$ cat src/rtl/gpio_cfg.svh
// register indices, field positions, reset values and widths for the gpio ports
// assumes: included by bare name from files under rtl/
`ifndef GPIO_CFG_SVH
`define GPIO_CFG_SVH

`define GPIO_ADDR_W          8
`define GPIO_IDX_C_LATCH     8'h02
`define GPIO_IDX_D_LATCH     8'h03
`define GPIO_IDX_C_DIR       8'h06
`define GPIO_IDX_D_DIR       8'h07
`define GPIO_IDX_E_LATCH     8'h08
`define GPIO_IDX_E_DIR       8'h0c
`define GPIO_C_WIDTH         5
`define GPIO_D_WIDTH         6
`define GPIO_E_WIDTH         8
`define GPIO_C_BUSCLK_PIN    2
`define GPIO_C_BUSCLK_EN_BIT 7
`define GPIO_DIR_RESET       8'h00
`define GPIO_BUSCLK_EN_RESET 1'b0
`define GPIO_ADC_FIRST_D_CH  5'h08
`define GPIO_ADC_D_PINS      4

`endif

$ cat src/rtl/gpio_pkg.sv
// types shared by the gpio port block
// assumes: constants come from gpio_cfg.svh
package gpio_pkg;

	typedef enum logic [2:0] {
		sel_none    = 3'b000,
		sel_c_latch = 3'b001,
		sel_c_dir   = 3'b010,
		sel_d_latch = 3'b011,
		sel_d_dir   = 3'b100,
		sel_e_latch = 3'b101,
		sel_e_dir   = 3'b110
	} reg_sel_type;

endpackage : gpio_pkg

$ cat src/rtl/gpio_ports_c_d_e.sv
// gpio ports c, d and e behind an apb slave, with pins shared by spi, timer, sci and adc
// assumes: peripheral enables and alternate drive come from logic on clk;
// pins are asynchronous and resolved outside from out/oe pairs
//
// How it works
// - port c direction bit one drives the pin, zero leaves it a floating input, except pin 2, which drives while the bus clock is out
// - bit 7 of port c direction sends bus clock out on pin 2
// - reset clears every port c direction bit and the bus clock enable
// - port c data reads latch where output, pin where input, but pin 2 reads latch while the clock is out, else zero; writes skip pin 2 then
// - port d holds six latch bits steered by port d direction
// - adc-selected port d pins 0..3 read zero as inputs, latch as outputs
// - adc-selected port d pins never drive, whatever their direction bit
// - port d direction bit one drives; reset clears all six
// - port d data reads latch where output, pin where input; writes always land
// - port e holds eight latch bits that reset leaves alone
// - pin e7 is spi clock while spi enabled, gpio otherwise
// - pins e6 and e5 are spi data lines while spi enabled
// - pin e4 is spi slave select unless spi off or master without fault detect
// - pins e3 and e2 are timer channels when their edge level field is nonzero
// - pins e1 and e0 are sci receive and transmit while sci enabled
// - peripheral-owned pins ignore direction for drive but not for reads
// - port e direction bit one drives; reset clears all eight
`timescale 1ns/1ps
`default_nettype none
`include "gpio_cfg.svh"

module gpio_ports_c_d_e (
	input  wire logic                       clk,
	input  wire logic                       rst,
	// apb slave
	input  wire logic                       psel,
	input  wire logic                       penable,
	input  wire logic                       pwrite,
	input  wire logic [`GPIO_ADDR_W-1:0]    paddr,
	input  wire logic [31:0]                pwdata,
	output var  logic [31:0]                prdata,
	output var  logic                       pready,
	output var  logic                       pslverr,
	// peripheral ownership controls
	input  wire logic                       spi_enable,
	input  wire logic                       spi_master_select,
	input  wire logic                       mode_fault_enable,
	input  wire logic [4:0]                 adc_channel_select,
	input  wire logic [1:0]                 edge_level_select_ch0,
	input  wire logic [1:0]                 edge_level_select_ch1,
	input  wire logic                       sci_enable,
	// alternate drive for port e from spi, timer and sci
	input  wire logic [`GPIO_E_WIDTH-1:0]   port_e_alt_out,
	input  wire logic [`GPIO_E_WIDTH-1:0]   port_e_alt_oe,
	// pins
	input  wire logic [`GPIO_C_WIDTH-1:0]   port_c_pin_in,
	output var  logic [`GPIO_C_WIDTH-1:0]   port_c_pin_out,
	output var  logic [`GPIO_C_WIDTH-1:0]   port_c_pin_oe,
	input  wire logic [`GPIO_D_WIDTH-1:0]   port_d_pin_in,
	output var  logic [`GPIO_D_WIDTH-1:0]   port_d_pin_out,
	output var  logic [`GPIO_D_WIDTH-1:0]   port_d_pin_oe,
	input  wire logic [`GPIO_E_WIDTH-1:0]   port_e_pin_in,
	output var  logic [`GPIO_E_WIDTH-1:0]   port_e_pin_out,
	output var  logic [`GPIO_E_WIDTH-1:0]   port_e_pin_oe,
	// synchronised port e levels for the peripherals that listen on them
	output var  logic [`GPIO_E_WIDTH-1:0]   port_e_pin_sync
);

	// register state
	logic [`GPIO_C_WIDTH-1:0] port_c_latch_ff;
	logic [`GPIO_C_WIDTH-1:0] port_c_direction_ff;
	logic                     bus_clock_out_enable_ff;
	logic [`GPIO_D_WIDTH-1:0] port_d_latch_ff;
	logic [`GPIO_D_WIDTH-1:0] port_d_direction_ff;
	logic [`GPIO_E_WIDTH-1:0] port_e_latch_ff;
	logic [`GPIO_E_WIDTH-1:0] port_e_direction_ff;
	logic                     bus_clock_ff;

	// bus side
	logic [31:0]              nxt_prdata;
	logic                     nxt_pslverr;
	logic                     setup_phase;
	logic                     write_strobe;
	gpio_pkg::reg_sel_type    setup_sel;
	gpio_pkg::reg_sel_type    access_sel;

	// pin side
	logic [`GPIO_C_WIDTH-1:0] port_c_owned;
	logic [`GPIO_C_WIDTH-1:0] port_c_alt_out;
	logic [`GPIO_C_WIDTH-1:0] port_c_alt_oe;
	logic [`GPIO_C_WIDTH-1:0] port_c_read;
	logic [`GPIO_D_WIDTH-1:0] port_d_adc_use;
	logic [`GPIO_D_WIDTH-1:0] port_d_read;
	logic [`GPIO_E_WIDTH-1:0] port_e_owned;
	logic [`GPIO_E_WIDTH-1:0] port_e_input_only;
	logic [`GPIO_E_WIDTH-1:0] port_e_drive_oe;
	logic [`GPIO_E_WIDTH-1:0] port_e_read;
	logic                     spi_ss_owned;

	// word index times four is the byte address; anything else is unmapped
	function automatic gpio_pkg::reg_sel_type decode_addr(
		input logic [`GPIO_ADDR_W-1:0] addr
	);
		gpio_pkg::reg_sel_type sel;
		sel = gpio_pkg::sel_none;
		if (addr[1:0] == 2'h0) begin
			unique case (addr >> 2)
				`GPIO_IDX_C_LATCH: sel = gpio_pkg::sel_c_latch;
				`GPIO_IDX_C_DIR:   sel = gpio_pkg::sel_c_dir;
				`GPIO_IDX_D_LATCH: sel = gpio_pkg::sel_d_latch;
				`GPIO_IDX_D_DIR:   sel = gpio_pkg::sel_d_dir;
				`GPIO_IDX_E_LATCH: sel = gpio_pkg::sel_e_latch;
				`GPIO_IDX_E_DIR:   sel = gpio_pkg::sel_e_dir;
				default:           sel = gpio_pkg::sel_none;
			endcase
		end
		return sel;
	endfunction : decode_addr

	assign setup_sel    = decode_addr(paddr);
	assign access_sel   = decode_addr(paddr);
	assign setup_phase  = psel && !penable;
	// one wait-free access: pready is raised in the cycle after setup
	assign write_strobe = psel && penable && pready && pwrite;

	// apb answer
	always_ff @(posedge clk) begin
		if (rst) begin
			pready <= 1'b0;
		end else begin
			pready <= setup_phase;
		end
	end

	always_ff @(posedge clk) begin
		if (rst) begin
			pslverr <= 1'b0;
		end else if (setup_phase) begin
			pslverr <= nxt_pslverr;
		end else begin
			pslverr <= 1'b0;
		end
	end

	// read data is captured at the setup edge, so pins are sampled one cycle early
	always_ff @(posedge clk) begin
		if (rst) begin
			prdata <= 32'h0000_0000;
		end else if (setup_phase && !pwrite) begin
			prdata <= nxt_prdata;
		end
	end

	always_comb begin
		nxt_pslverr = (setup_sel == gpio_pkg::sel_none);
		nxt_prdata  = 32'h0000_0000;
		unique case (setup_sel)
			gpio_pkg::sel_c_latch: nxt_prdata[`GPIO_C_WIDTH-1:0] = port_c_read;
			gpio_pkg::sel_c_dir: begin
				nxt_prdata[`GPIO_C_WIDTH-1:0]        = port_c_direction_ff;
				nxt_prdata[`GPIO_C_BUSCLK_EN_BIT]    = bus_clock_out_enable_ff;
			end
			gpio_pkg::sel_d_latch: nxt_prdata[`GPIO_D_WIDTH-1:0] = port_d_read;
			gpio_pkg::sel_d_dir:   nxt_prdata[`GPIO_D_WIDTH-1:0] = port_d_direction_ff;
			gpio_pkg::sel_e_latch: nxt_prdata[`GPIO_E_WIDTH-1:0] = port_e_read;
			gpio_pkg::sel_e_dir:   nxt_prdata[`GPIO_E_WIDTH-1:0] = port_e_direction_ff;
			gpio_pkg::sel_none:    nxt_prdata = 32'h0000_0000;
		endcase
	end

	// port c data latch: no reset, pin 2 frozen while the bus clock is out
	always_ff @(posedge clk) begin
		if (write_strobe && access_sel == gpio_pkg::sel_c_latch) begin
			for (int b = 0; b < `GPIO_C_WIDTH; b++) begin
				if (b != `GPIO_C_BUSCLK_PIN || !bus_clock_out_enable_ff) begin
					port_c_latch_ff[b] <= pwdata[b];
				end
			end
		end
	end

	// port c direction and bus clock enable
	always_ff @(posedge clk) begin
		if (rst) begin
			port_c_direction_ff     <= `GPIO_C_WIDTH'(`GPIO_DIR_RESET);
			bus_clock_out_enable_ff <= `GPIO_BUSCLK_EN_RESET;
		end else if (write_strobe && access_sel == gpio_pkg::sel_c_dir) begin
			port_c_direction_ff     <= pwdata[`GPIO_C_WIDTH-1:0];
			bus_clock_out_enable_ff <= pwdata[`GPIO_C_BUSCLK_EN_BIT];
		end
	end

	// port d data latch, reset leaves it alone
	always_ff @(posedge clk) begin
		if (write_strobe && access_sel == gpio_pkg::sel_d_latch) begin
			port_d_latch_ff <= pwdata[`GPIO_D_WIDTH-1:0];
		end
	end

	always_ff @(posedge clk) begin
		if (rst) begin
			port_d_direction_ff <= `GPIO_D_WIDTH'(`GPIO_DIR_RESET);
		end else if (write_strobe && access_sel == gpio_pkg::sel_d_dir) begin
			port_d_direction_ff <= pwdata[`GPIO_D_WIDTH-1:0];
		end
	end

	// port e data latch, reset leaves it alone
	always_ff @(posedge clk) begin
		if (write_strobe && access_sel == gpio_pkg::sel_e_latch) begin
			port_e_latch_ff <= pwdata[`GPIO_E_WIDTH-1:0];
		end
	end

	always_ff @(posedge clk) begin
		if (rst) begin
			port_e_direction_ff <= `GPIO_DIR_RESET;
		end else if (write_strobe && access_sel == gpio_pkg::sel_e_dir) begin
			port_e_direction_ff <= pwdata[`GPIO_E_WIDTH-1:0];
		end
	end

	// stand-in for the bus clock: a registered half-rate toggle keeps the pin glitch-free
	always_ff @(posedge clk) begin
		if (rst) begin
			bus_clock_ff <= 1'b0;
		end else begin
			bus_clock_ff <= !bus_clock_ff;
		end
	end

	// port c: only pin 2 has an alternate use
	always_comb begin
		port_c_owned   = '0;
		port_c_alt_out = '0;
		port_c_alt_oe  = '0;
		port_c_owned[`GPIO_C_BUSCLK_PIN]   = bus_clock_out_enable_ff;
		port_c_alt_out[`GPIO_C_BUSCLK_PIN] = bus_clock_ff;
		port_c_alt_oe[`GPIO_C_BUSCLK_PIN]  = 1'b1;
	end

	logic [`GPIO_C_WIDTH-1:0] port_c_bank_read;

	always_comb begin
		port_c_read = port_c_bank_read;
		port_c_read[`GPIO_C_BUSCLK_PIN] = bus_clock_out_enable_ff
			? port_c_latch_ff[`GPIO_C_BUSCLK_PIN] : 1'b0;
	end

	// port d: pins 0..3 are adc channels 8..11
	always_comb begin
		port_d_adc_use = '0;
		for (int b = 0; b < `GPIO_ADC_D_PINS; b++) begin
			port_d_adc_use[b] = (adc_channel_select == (`GPIO_ADC_FIRST_D_CH + 5'(b)));
		end
	end

	// port e ownership
	assign spi_ss_owned = spi_enable && !(spi_master_select && !mode_fault_enable);

	always_comb begin
		port_e_owned[7] = spi_enable;
		port_e_owned[6] = spi_enable;
		port_e_owned[5] = spi_enable;
		port_e_owned[4] = spi_ss_owned;
		port_e_owned[3] = |edge_level_select_ch1;
		port_e_owned[2] = |edge_level_select_ch0;
		port_e_owned[1] = sci_enable;
		port_e_owned[0] = sci_enable;
	end

	// slave select and receive data are inputs whatever the peripheral asks for
	always_comb begin
		port_e_input_only    = '0;
		port_e_input_only[4] = 1'b1;
		port_e_input_only[1] = 1'b1;
		port_e_drive_oe      = port_e_alt_oe & ~port_e_input_only;
	end

	pin_bank #(
		.WIDTH(`GPIO_C_WIDTH)
	) u_port_c (
		.clk           (clk),
		.rst           (rst),
		.latch         (port_c_latch_ff),
		.dir           (port_c_direction_ff),
		.owned         (port_c_owned),
		.alt_out       (port_c_alt_out),
		.alt_oe        (port_c_alt_oe),
		.zero_on_input ('0),
		.pin_in        (port_c_pin_in),
		.pin_out       (port_c_pin_out),
		.pin_oe        (port_c_pin_oe),
		.pin_sync      (),
		.read_val      (port_c_bank_read)
	);

	// adc pins are owned with no drive, so they stay floating inputs
	pin_bank #(
		.WIDTH(`GPIO_D_WIDTH)
	) u_port_d (
		.clk           (clk),
		.rst           (rst),
		.latch         (port_d_latch_ff),
		.dir           (port_d_direction_ff),
		.owned         (port_d_adc_use),
		.alt_out       ('0),
		.alt_oe        ('0),
		.zero_on_input (port_d_adc_use),
		.pin_in        (port_d_pin_in),
		.pin_out       (port_d_pin_out),
		.pin_oe        (port_d_pin_oe),
		.pin_sync      (),
		.read_val      (port_d_read)
	);

	pin_bank #(
		.WIDTH(`GPIO_E_WIDTH)
	) u_port_e (
		.clk           (clk),
		.rst           (rst),
		.latch         (port_e_latch_ff),
		.dir           (port_e_direction_ff),
		.owned         (port_e_owned),
		.alt_out       (port_e_alt_out),
		.alt_oe        (port_e_drive_oe),
		.zero_on_input ('0),
		.pin_in        (port_e_pin_in),
		.pin_out       (port_e_pin_out),
		.pin_oe        (port_e_pin_oe),
		.pin_sync      (port_e_pin_sync),
		.read_val      (port_e_read)
	);

endmodule : gpio_ports_c_d_e

`default_nettype wire

$ cat src/rtl/pin_bank.sv
// one port's pin cells: input synchronisers, registered drive and read mux
// assumes: clk domain logic feeds latch, direction and ownership; pins are asynchronous
`timescale 1ns/1ps
`default_nettype none

module pin_bank #(
	parameter int WIDTH = 8
) (
	input  wire logic             clk,
	input  wire logic             rst,
	input  wire logic [WIDTH-1:0] latch,
	input  wire logic [WIDTH-1:0] dir,
	input  wire logic [WIDTH-1:0] owned,
	input  wire logic [WIDTH-1:0] alt_out,
	input  wire logic [WIDTH-1:0] alt_oe,
	input  wire logic [WIDTH-1:0] zero_on_input,
	input  wire logic [WIDTH-1:0] pin_in,
	output var  logic [WIDTH-1:0] pin_out,
	output var  logic [WIDTH-1:0] pin_oe,
	output var  logic [WIDTH-1:0] pin_sync,
	output var  logic [WIDTH-1:0] read_val
);

	logic [WIDTH-1:0] meta_ff;

	genvar i;
	generate
		for (i = 0; i < WIDTH; i++) begin : g_cell
			// first stage is read only by the second
			always_ff @(posedge clk) begin
				if (rst) begin
					meta_ff[i]  <= 1'b0;
					pin_sync[i] <= 1'b0;
				end else begin
					meta_ff[i]  <= pin_in[i];
					pin_sync[i] <= meta_ff[i];
				end
			end

			// a peripheral that owns the pin decides its direction itself
			always_ff @(posedge clk) begin
				if (rst) begin
					pin_oe[i] <= 1'b0;
				end else begin
					pin_oe[i] <= owned[i] ? alt_oe[i] : dir[i];
				end
			end

			always_ff @(posedge clk) begin
				if (rst) begin
					pin_out[i] <= 1'b0;
				end else begin
					pin_out[i] <= owned[i] ? alt_out[i] : latch[i];
				end
			end

			// direction bit picks latch on reads, else pin unless zero_on_input forces zero
			always_comb begin
				if (dir[i]) begin
					read_val[i] = latch[i];
				end else if (zero_on_input[i]) begin
					read_val[i] = 1'b0;
				end else begin
					read_val[i] = pin_sync[i];
				end
			end
		end
	endgenerate

endmodule : pin_bank

`default_nettype wire

$ cat config.mk
export PLATFORM = sky130hd
export DESIGN_NAME = gpio_ports_c_d_e
export DESIGN_NICKNAME = d
export VERILOG_FILES = /design/src/rtl/gpio_pkg.sv /design/src/rtl/gpio_ports_c_d_e.sv /design/src/rtl/pin_bank.sv
export VERILOG_INCLUDE_DIRS = /design/src /design/src/rtl
export SDC_FILE = /design/constraint.sdc
export NUM_CORES = 1
export LEC_CHECK = 0
export BUFFER_PORTS_ARGS = -buffer_cell sky130_fd_sc_hd__buf_2
export CORE_ASPECT_RATIO = 0.7
export CORE_UTILIZATION = 30
export CTS_CLUSTER_SIZE = 25
export DETAILED_ROUTE_END_ITERATION = 10
export PLACE_DENSITY = 0.53
export SYNTH_ARGS = -nofsm -noshare
export SYNTH_HDL_FRONTEND = slang
export SYNTH_SLANG_ARGS = --single-unit
$ cat constraint.sdc
create_clock -name clk -period 2.3 [get_ports clk]
set_input_delay 0.115 -clock clk [delete_from_list [all_inputs] [get_ports clk]]
set_output_delay 0.115 -clock clk [all_outputs]
set_load 0.005 [all_outputs]
After elaboration in Yosys (flattened, before gate mapping)
Index checks and enable logic that the tools add are counted.
{"block": "op_classes", "n_reduce_logical": 30, "n_eq_ne": 16, "shifts": 0, "muxes": 45, "magnitude_cmp": 0, "div_mod_pow": 0, "n_mul": 0, "bitwise": 2, "addsub": 0}
{"operator": "1-bit two-way mux", "n": 39}
{"operator": "5-bit one-hot mux with 7 select lines", "n": 1}
{"operator": "5-bit by 4-bit equality test with 1-bit output (second input constant)", "n": 4}
{"operator": "3-bit one-hot mux with 6 select lines", "n": 1}
{"operator": "2-bit OR reduction", "n": 9}
{"operator": "1-bit logical AND", "n": 13}
{"operator": "6-bit by 2-bit equality test with 1-bit output (second input constant)", "n": 2}
{"operator": "6-bit by 3-bit equality test with 1-bit output (second input constant)", "n": 2}
{"operator": "6-bit by 4-bit equality test with 1-bit output (second input constant)", "n": 2}
{"operator": "3-bit equality test (second input constant)", "n": 3}
{"operator": "3-bit by 2-bit equality test with 1-bit output (second input constant)", "n": 2}
{"operator": "1-bit zero test", "n": 5}
{"operator": "1-bit one-hot mux with 4 select lines", "n": 1}
{"operator": "3-bit by 1-bit equality test with 1-bit output (second input constant)", "n": 1}
{"operator": "3-bit zero test", "n": 1}
{"operator": "3-bit two-way mux", "n": 1}
{"operator": "1-bit one-hot mux with 3 select lines", "n": 1}
{"operator": "2-bit zero test", "n": 1}
{"operator": "1-bit NOT", "n": 2}
{"operator": "1-bit one-hot mux with 2 select lines", "n": 1}
{"operator": "2-bit AND reduction", "n": 1}
{"block": "word_totals", "latchBits": 0, "rom_bits": 0, "input_bits": 93, "memories": 0, "reg_bits": 124, "ram_bits": 0}

Depth between registers and ports, before layout
{"block": "logic_depth", "depth_word": 6, "ltp_mapped": 7, "depth_no_buf": 5}

By module
From an unflattened synthesis, not the netlist that was laid out.
{"block": "hier_totals", "cells_unflattened": 495, "area_unflattened_um2": 5103.6}
{"module": "gpio_ports_c_d_e", "cells_each": 241, "area_each_um2": 2481.1, "instances": 1, "seq_area_each_um2": 1191.1}
{"module": "pin_bank at u_port_e", "cells_each": 107, "area_each_um2": 1103.6, "instances": 1, "seq_area_each_um2": 640.6}
{"module": "pin_bank at u_port_d", "cells_each": 80, "area_each_um2": 833.3, "instances": 1, "seq_area_each_um2": 480.5}
{"module": "pin_bank at u_port_c", "cells_each": 67, "area_each_um2": 685.7, "instances": 1, "seq_area_each_um2": 400.4}

Worst setup path before layout
OpenSTA, ideal clock, no wires.
{"block": "synth_timing", "path_type": "input port to flip-flop", "start": "input port paddr[1]", "end": "register port_d_latch_ff[0], enable pin", "path_slack_ns": 0.243, "setup_time_ns": 0.355, "path_stages": 4, "arrival_ns": 1.702, "cell_sequence": "or4_4 > buf_6 > nor4b_1 > nor2b_1"}
{"block": "synth_between", "elab_chain_len": 4}
{"element": "start, declared", "line": "gpio_ports_c_d_e.sv:34", "text": "input wire logic [`GPIO_ADDR_W-1:0] paddr,"}
{"element": "2-bit zero test", "line": "gpio_ports_c_d_e.sv:101", "text": "if (addr[1:0] == 2'h0) begin"}
{"element": "3-bit two-way mux", "line": "gpio_ports_c_d_e.sv:101"}
{"element": "3-bit by 2-bit equality test with 1-bit output", "line": "gpio_ports_c_d_e.sv:190", "text": "if (write_strobe && access_sel == gpio_pkg::sel_d_latch) begin"}
{"element": "1-bit logical AND", "line": "gpio_ports_c_d_e.sv:190"}
{"element": "end signal, assigned", "line": "gpio_ports_c_d_e.sv:191", "text": "port_d_latch_ff <= pwdata[`GPIO_D_WIDTH-1:0];"}
{"element": "end, declared", "line": "gpio_ports_c_d_e.sv:68", "text": "logic [`GPIO_D_WIDTH-1:0] port_d_latch_ff;"}
No other way between the ends.
A chain may end at the register's enable or synchronous reset.

Worst setup path in the final report
{"block": "layout_timing", "start": "input port paddr[1]", "end": "register prdata[3]"}
{"block": "layout_between", "elab_chain_len": 4, "word_cells_on_any_way": 10}
{"element": "2-bit zero test *", "line": "gpio_ports_c_d_e.sv:101"}
{"element": "3-bit two-way mux *", "line": "gpio_ports_c_d_e.sv:101"}
{"element": "3-bit equality test (tied with other cells)", "line": "gpio_ports_c_d_e.sv:152", "text": "unique case (setup_sel)"}
{"element": "5-bit one-hot mux with 7 select lines *", "line": "gpio_ports_c_d_e.sv:152"}
{"element": "end signal, assigned", "line": "gpio_ports_c_d_e.sv:145", "text": "prdata <= nxt_prdata;"}
{"element": "end, declared", "line": "gpio_ports_c_d_e.sv:36", "text": "output var logic [31:0] prdata,"}
Mark *: on every way between the ends. The rest lies on a longest branch, timed or not.

==> impl_metrics.json <==
{
  "outcome": "completed",
  "vias_per_cell": 4.33,
  "timing.max_cap.violations": 0,
  "arrival_ps": 2080,
  "num-fill-cells": 1462,
  "first_global_vias": 3527,
  "multi_input_area_um2": 1820,
  "timing_worst_slew_pin_value_ps": 568,
  "design.die.area_um2": 16100,
  "critPathLaunchType": "primary input",
  "postRouteWirelength_um": 12500,
  "synth_top_area_cell": "dfxtp_1",
  "synthSimpleGateAreaFrac_pct": 20.2,
  "power_leakage_nw": 2.71,
  "synth_area_per_cell_um2": 10.7,
  "critical_path.max_stage_delay_ps": 670,
  "final_layout_size_suffix_gt1_share_pct": 29.4,
  "cts.sink_count": 124,
  "insertedDiodeCount": 0,
  "synth_cells": 440,
  "design.final.nets": 706,
  "maxSlewHeadroom_pct": 62.1,
  "finalCriticalPeriod_ps": 1800,
  "drt_pre_antenna_iters": 4,
  "synth_adder_area_share_pct": 0,
  "clk-insertion-delay-late_ps": 410,
  "clk_transition_reported_paths_ps": 50,
  "largest_cells_by_area_after_synthesis": "dfxtp_1 45%, edfxtp_1 12%, mux2i_1 7.9%",
  "dieWidth_um": 151,
  "drc": 0,
  "ctsHoldBuffers": 38,
  "final_core_utilization_pct": 42.8,
  "floorplan.io_pins": 173,
  "grt_overflow": 0,
  "finalMaxSlewViolations": 0,
  "skew_ps": 9.43,
  "final-hold-violation-count": 0,
  "clock_tree_from_tritoncts": "done",
  "cts-resized-gates": 0,
  "h_tree_level_count": 4,
  "synth_enable_flop_cells": 19,
  "floorplan.initialDensity_pct": 31.3,
  "synth_flop_cell": "dfxtp_1",
  "row_count": 37,
  "die_h_um": 107,
  "post_cts_buffers": 0,
  "worstHoldPathType": "primary input to register",
  "worstSetupPathType": "primary input to register",
  "grt_pass1_wl_um": 19300,
  "rsz0062_at_grt": "no",
  "clk_path_buf_depth": 2,
  "antenna_violating_nets_post_route": 0,
  "post_synth_xor_area_fraction_pct": 0,
  "clock_tree.root_cell": "clkbuf_16",
  "place.detailed.hpwl_um": 9150,
  "top_layer": "met4",
  "antenna_violations_before_repair": 0,
  "largest_voltage_drop_on_the_vdd_net_v": 0.000330,
  "grt_usage_pct": 16.3,
  "placement.io_buffers": 121,
  "area_growth_from_synthesis_to_layout_pct": 36.8,
  "timing.final.setup_violations": 0,
  "post_synth_num_cell_types": 47,
  "ys_async_sr_fraction_pct": 0,
  "wl_met3_um": 663,
  "wl_met2_um": 5180,
  "first_iter_violations": 231,
  "synth_warnings": 0,
  "sequential_cell_area_um2": 2670,
  "synthMuxAreaShare_pct": 9.10,
  "critical_path.slowest_cell": "or4_1",
  "place.gp.congestion": 0.827,
  "synth_top_family_by_area": "simple AND/OR/NAND/NOR gates",
  "synthesis.area_um2": 4690,
  "synth_compound_area_share_pct": 7.55,
  "wirelength_met1_um": 6490,
  "critPathMaxFanout": 7,
  "fmax_mhz": 557,
  "power_per_cell_area_nw_per_um2": 790,
  "required_worst_endpoint_ps": 2590,
  "cp_cell_sequence": "buf_2, or4_4, or4_1, a211oi_2, nor2_1, a221o_1",
  "synth.top_cell.area_share_pct": 44.8,
  "routed-via-count": 3554,
  "wl_per_cell_um": 15.2,
  "ys_seq_elements": 124,
  "cts_inserted_buffers": 17,
  "synth-seq-area-share_pct": 57.0,
  "final.setup.tns_ps": 0,
  "grt_max_degree": 55,
  "final_min_period_over_clock_period_pct": 78.1,
  "timing.critical_path.to_type": "register",
  "core_outline_area_um2": 15000
}
path summary, 6_finish.rpt:
| path | from | endpoint | slack [ps] | cells past startpoint |
|---|---|---|---|---|
| setup / recovery | paddr[1] | prdata[3] | 500 | 6 |
| hold / removal | port_e_alt_oe[3] | u_port_e.pin_oe[3] | 10 | 3 |
| setup reg to reg | pready | port_e_latch_ff[1] | 710 | 4 |
| hold reg to reg | bus_clock_ff | bus_clock_ff | 410 | 1 |
cell type report:
cell class / count / area share [%]
Inverter: 5 / 0.292
Timing Repair Buffer: 174 / 17.2
Sequential cell: 124 / 41.6
Clock inverter: 12 / 1.33
Multi-Input combinational cell: 291 / 28.3
Tap cell: 195 / 3.80
Clock buffer: 20 / 7.47
state kept, by name, indices dropped and copies added, names as in the netlist, 8 cells and up:
| name | cells |
|---|---|
| u_port_e.pin_out | 8 |
| u_port_e.pin_sync | 8 |
| u_port_e.meta_ff | 8 |
| port_e_direction_ff | 8 |
| u_port_e.pin_oe | 8 |
| prdata | 8 |
| port_e_latch_ff | 8 |
kinds of logic after synthesis:
family,Yosys count
and+or+nand+nor,170
DFF,124
AOI/OAI and AO/OA,55
buffers and inverters,48
muxes,42
other,1
synth_stat cells (3+ instances only):
library cell,count
nand2_1,17
or3b_2,6
and2_1,4
mux2i_1,37
buf_4,24
dfxtp_1,105
nor3b_1,9
inv_1,5
nor2b_1,53
clkbuf_1,13
nand2b_1,4
a21oi_1,16
nor2_1,53
nor3_1,10
a211oi_1,3
mux2_2,5
o21ai_0,19
edfxtp_1,19
where the power goes:
group,switching (mW),internal (mW)
Clock,0.974,1.51
Sequential,0.0186,2.25
Combinational,0.156,0.158
Total,1.15,3.92
per-stage QoR:
step / std cells / cell area (um2) / total power [mW] / hold WS, ps / worst slack (ps)
after floorplan: 463 / 4780 / 2.47 / 191 / 243
after global placement: 751 / 5470 / 2.58 / 319 / 109
after detailed placement: 751 / 5470 / 2.58 / 320 / 60.6
after CTS: 821 / 6420 / 5.14 / 1.38 / 506
after global routing: 821 / 6420 / 5.28 / 5.45 / 434
final: 821 / 6420 / 5.07 / 11.9 / 504
placed cells by master, fill, tap and decap left out, types with 3 or more instances in the layout:
cell	n
buf_2	120
dfxtp_1	105
nor2_1	53
nor2b_1	53
dlygate4sd3_1	38
mux2i_1	37
conb_1	24
o21ai_0	19
clkbuf_16	19
edfxtp_1	19
nand2_1	17
a21oi_1	16
buf_4	16
nor3_1	10
nor3b_1	9
or3b_2	6
inv_1	5
mux2_2	5
nand2b_1	4
and2_1	4
clkinv_2	4
a211oi_1	3
clkinv_4	3
per-layer routing:
metal / vias to the layer above / GRT usage (%)
li1: 1809 / -
met1: 1615 / 23.9
met2: 120 / 22.7
met3: 10 / 3.91
met4: 0 / 6.00
met5: - / 0
critical path, delay by kind of cell:
family | cells | cell delay, ps
buffers and inverters | 1 | 100
and+or+nand+nor | 3 | 1320
AOI/OAI and AO/OA | 2 | 550
Note: power is estimated with default switching activity, not from simulation.
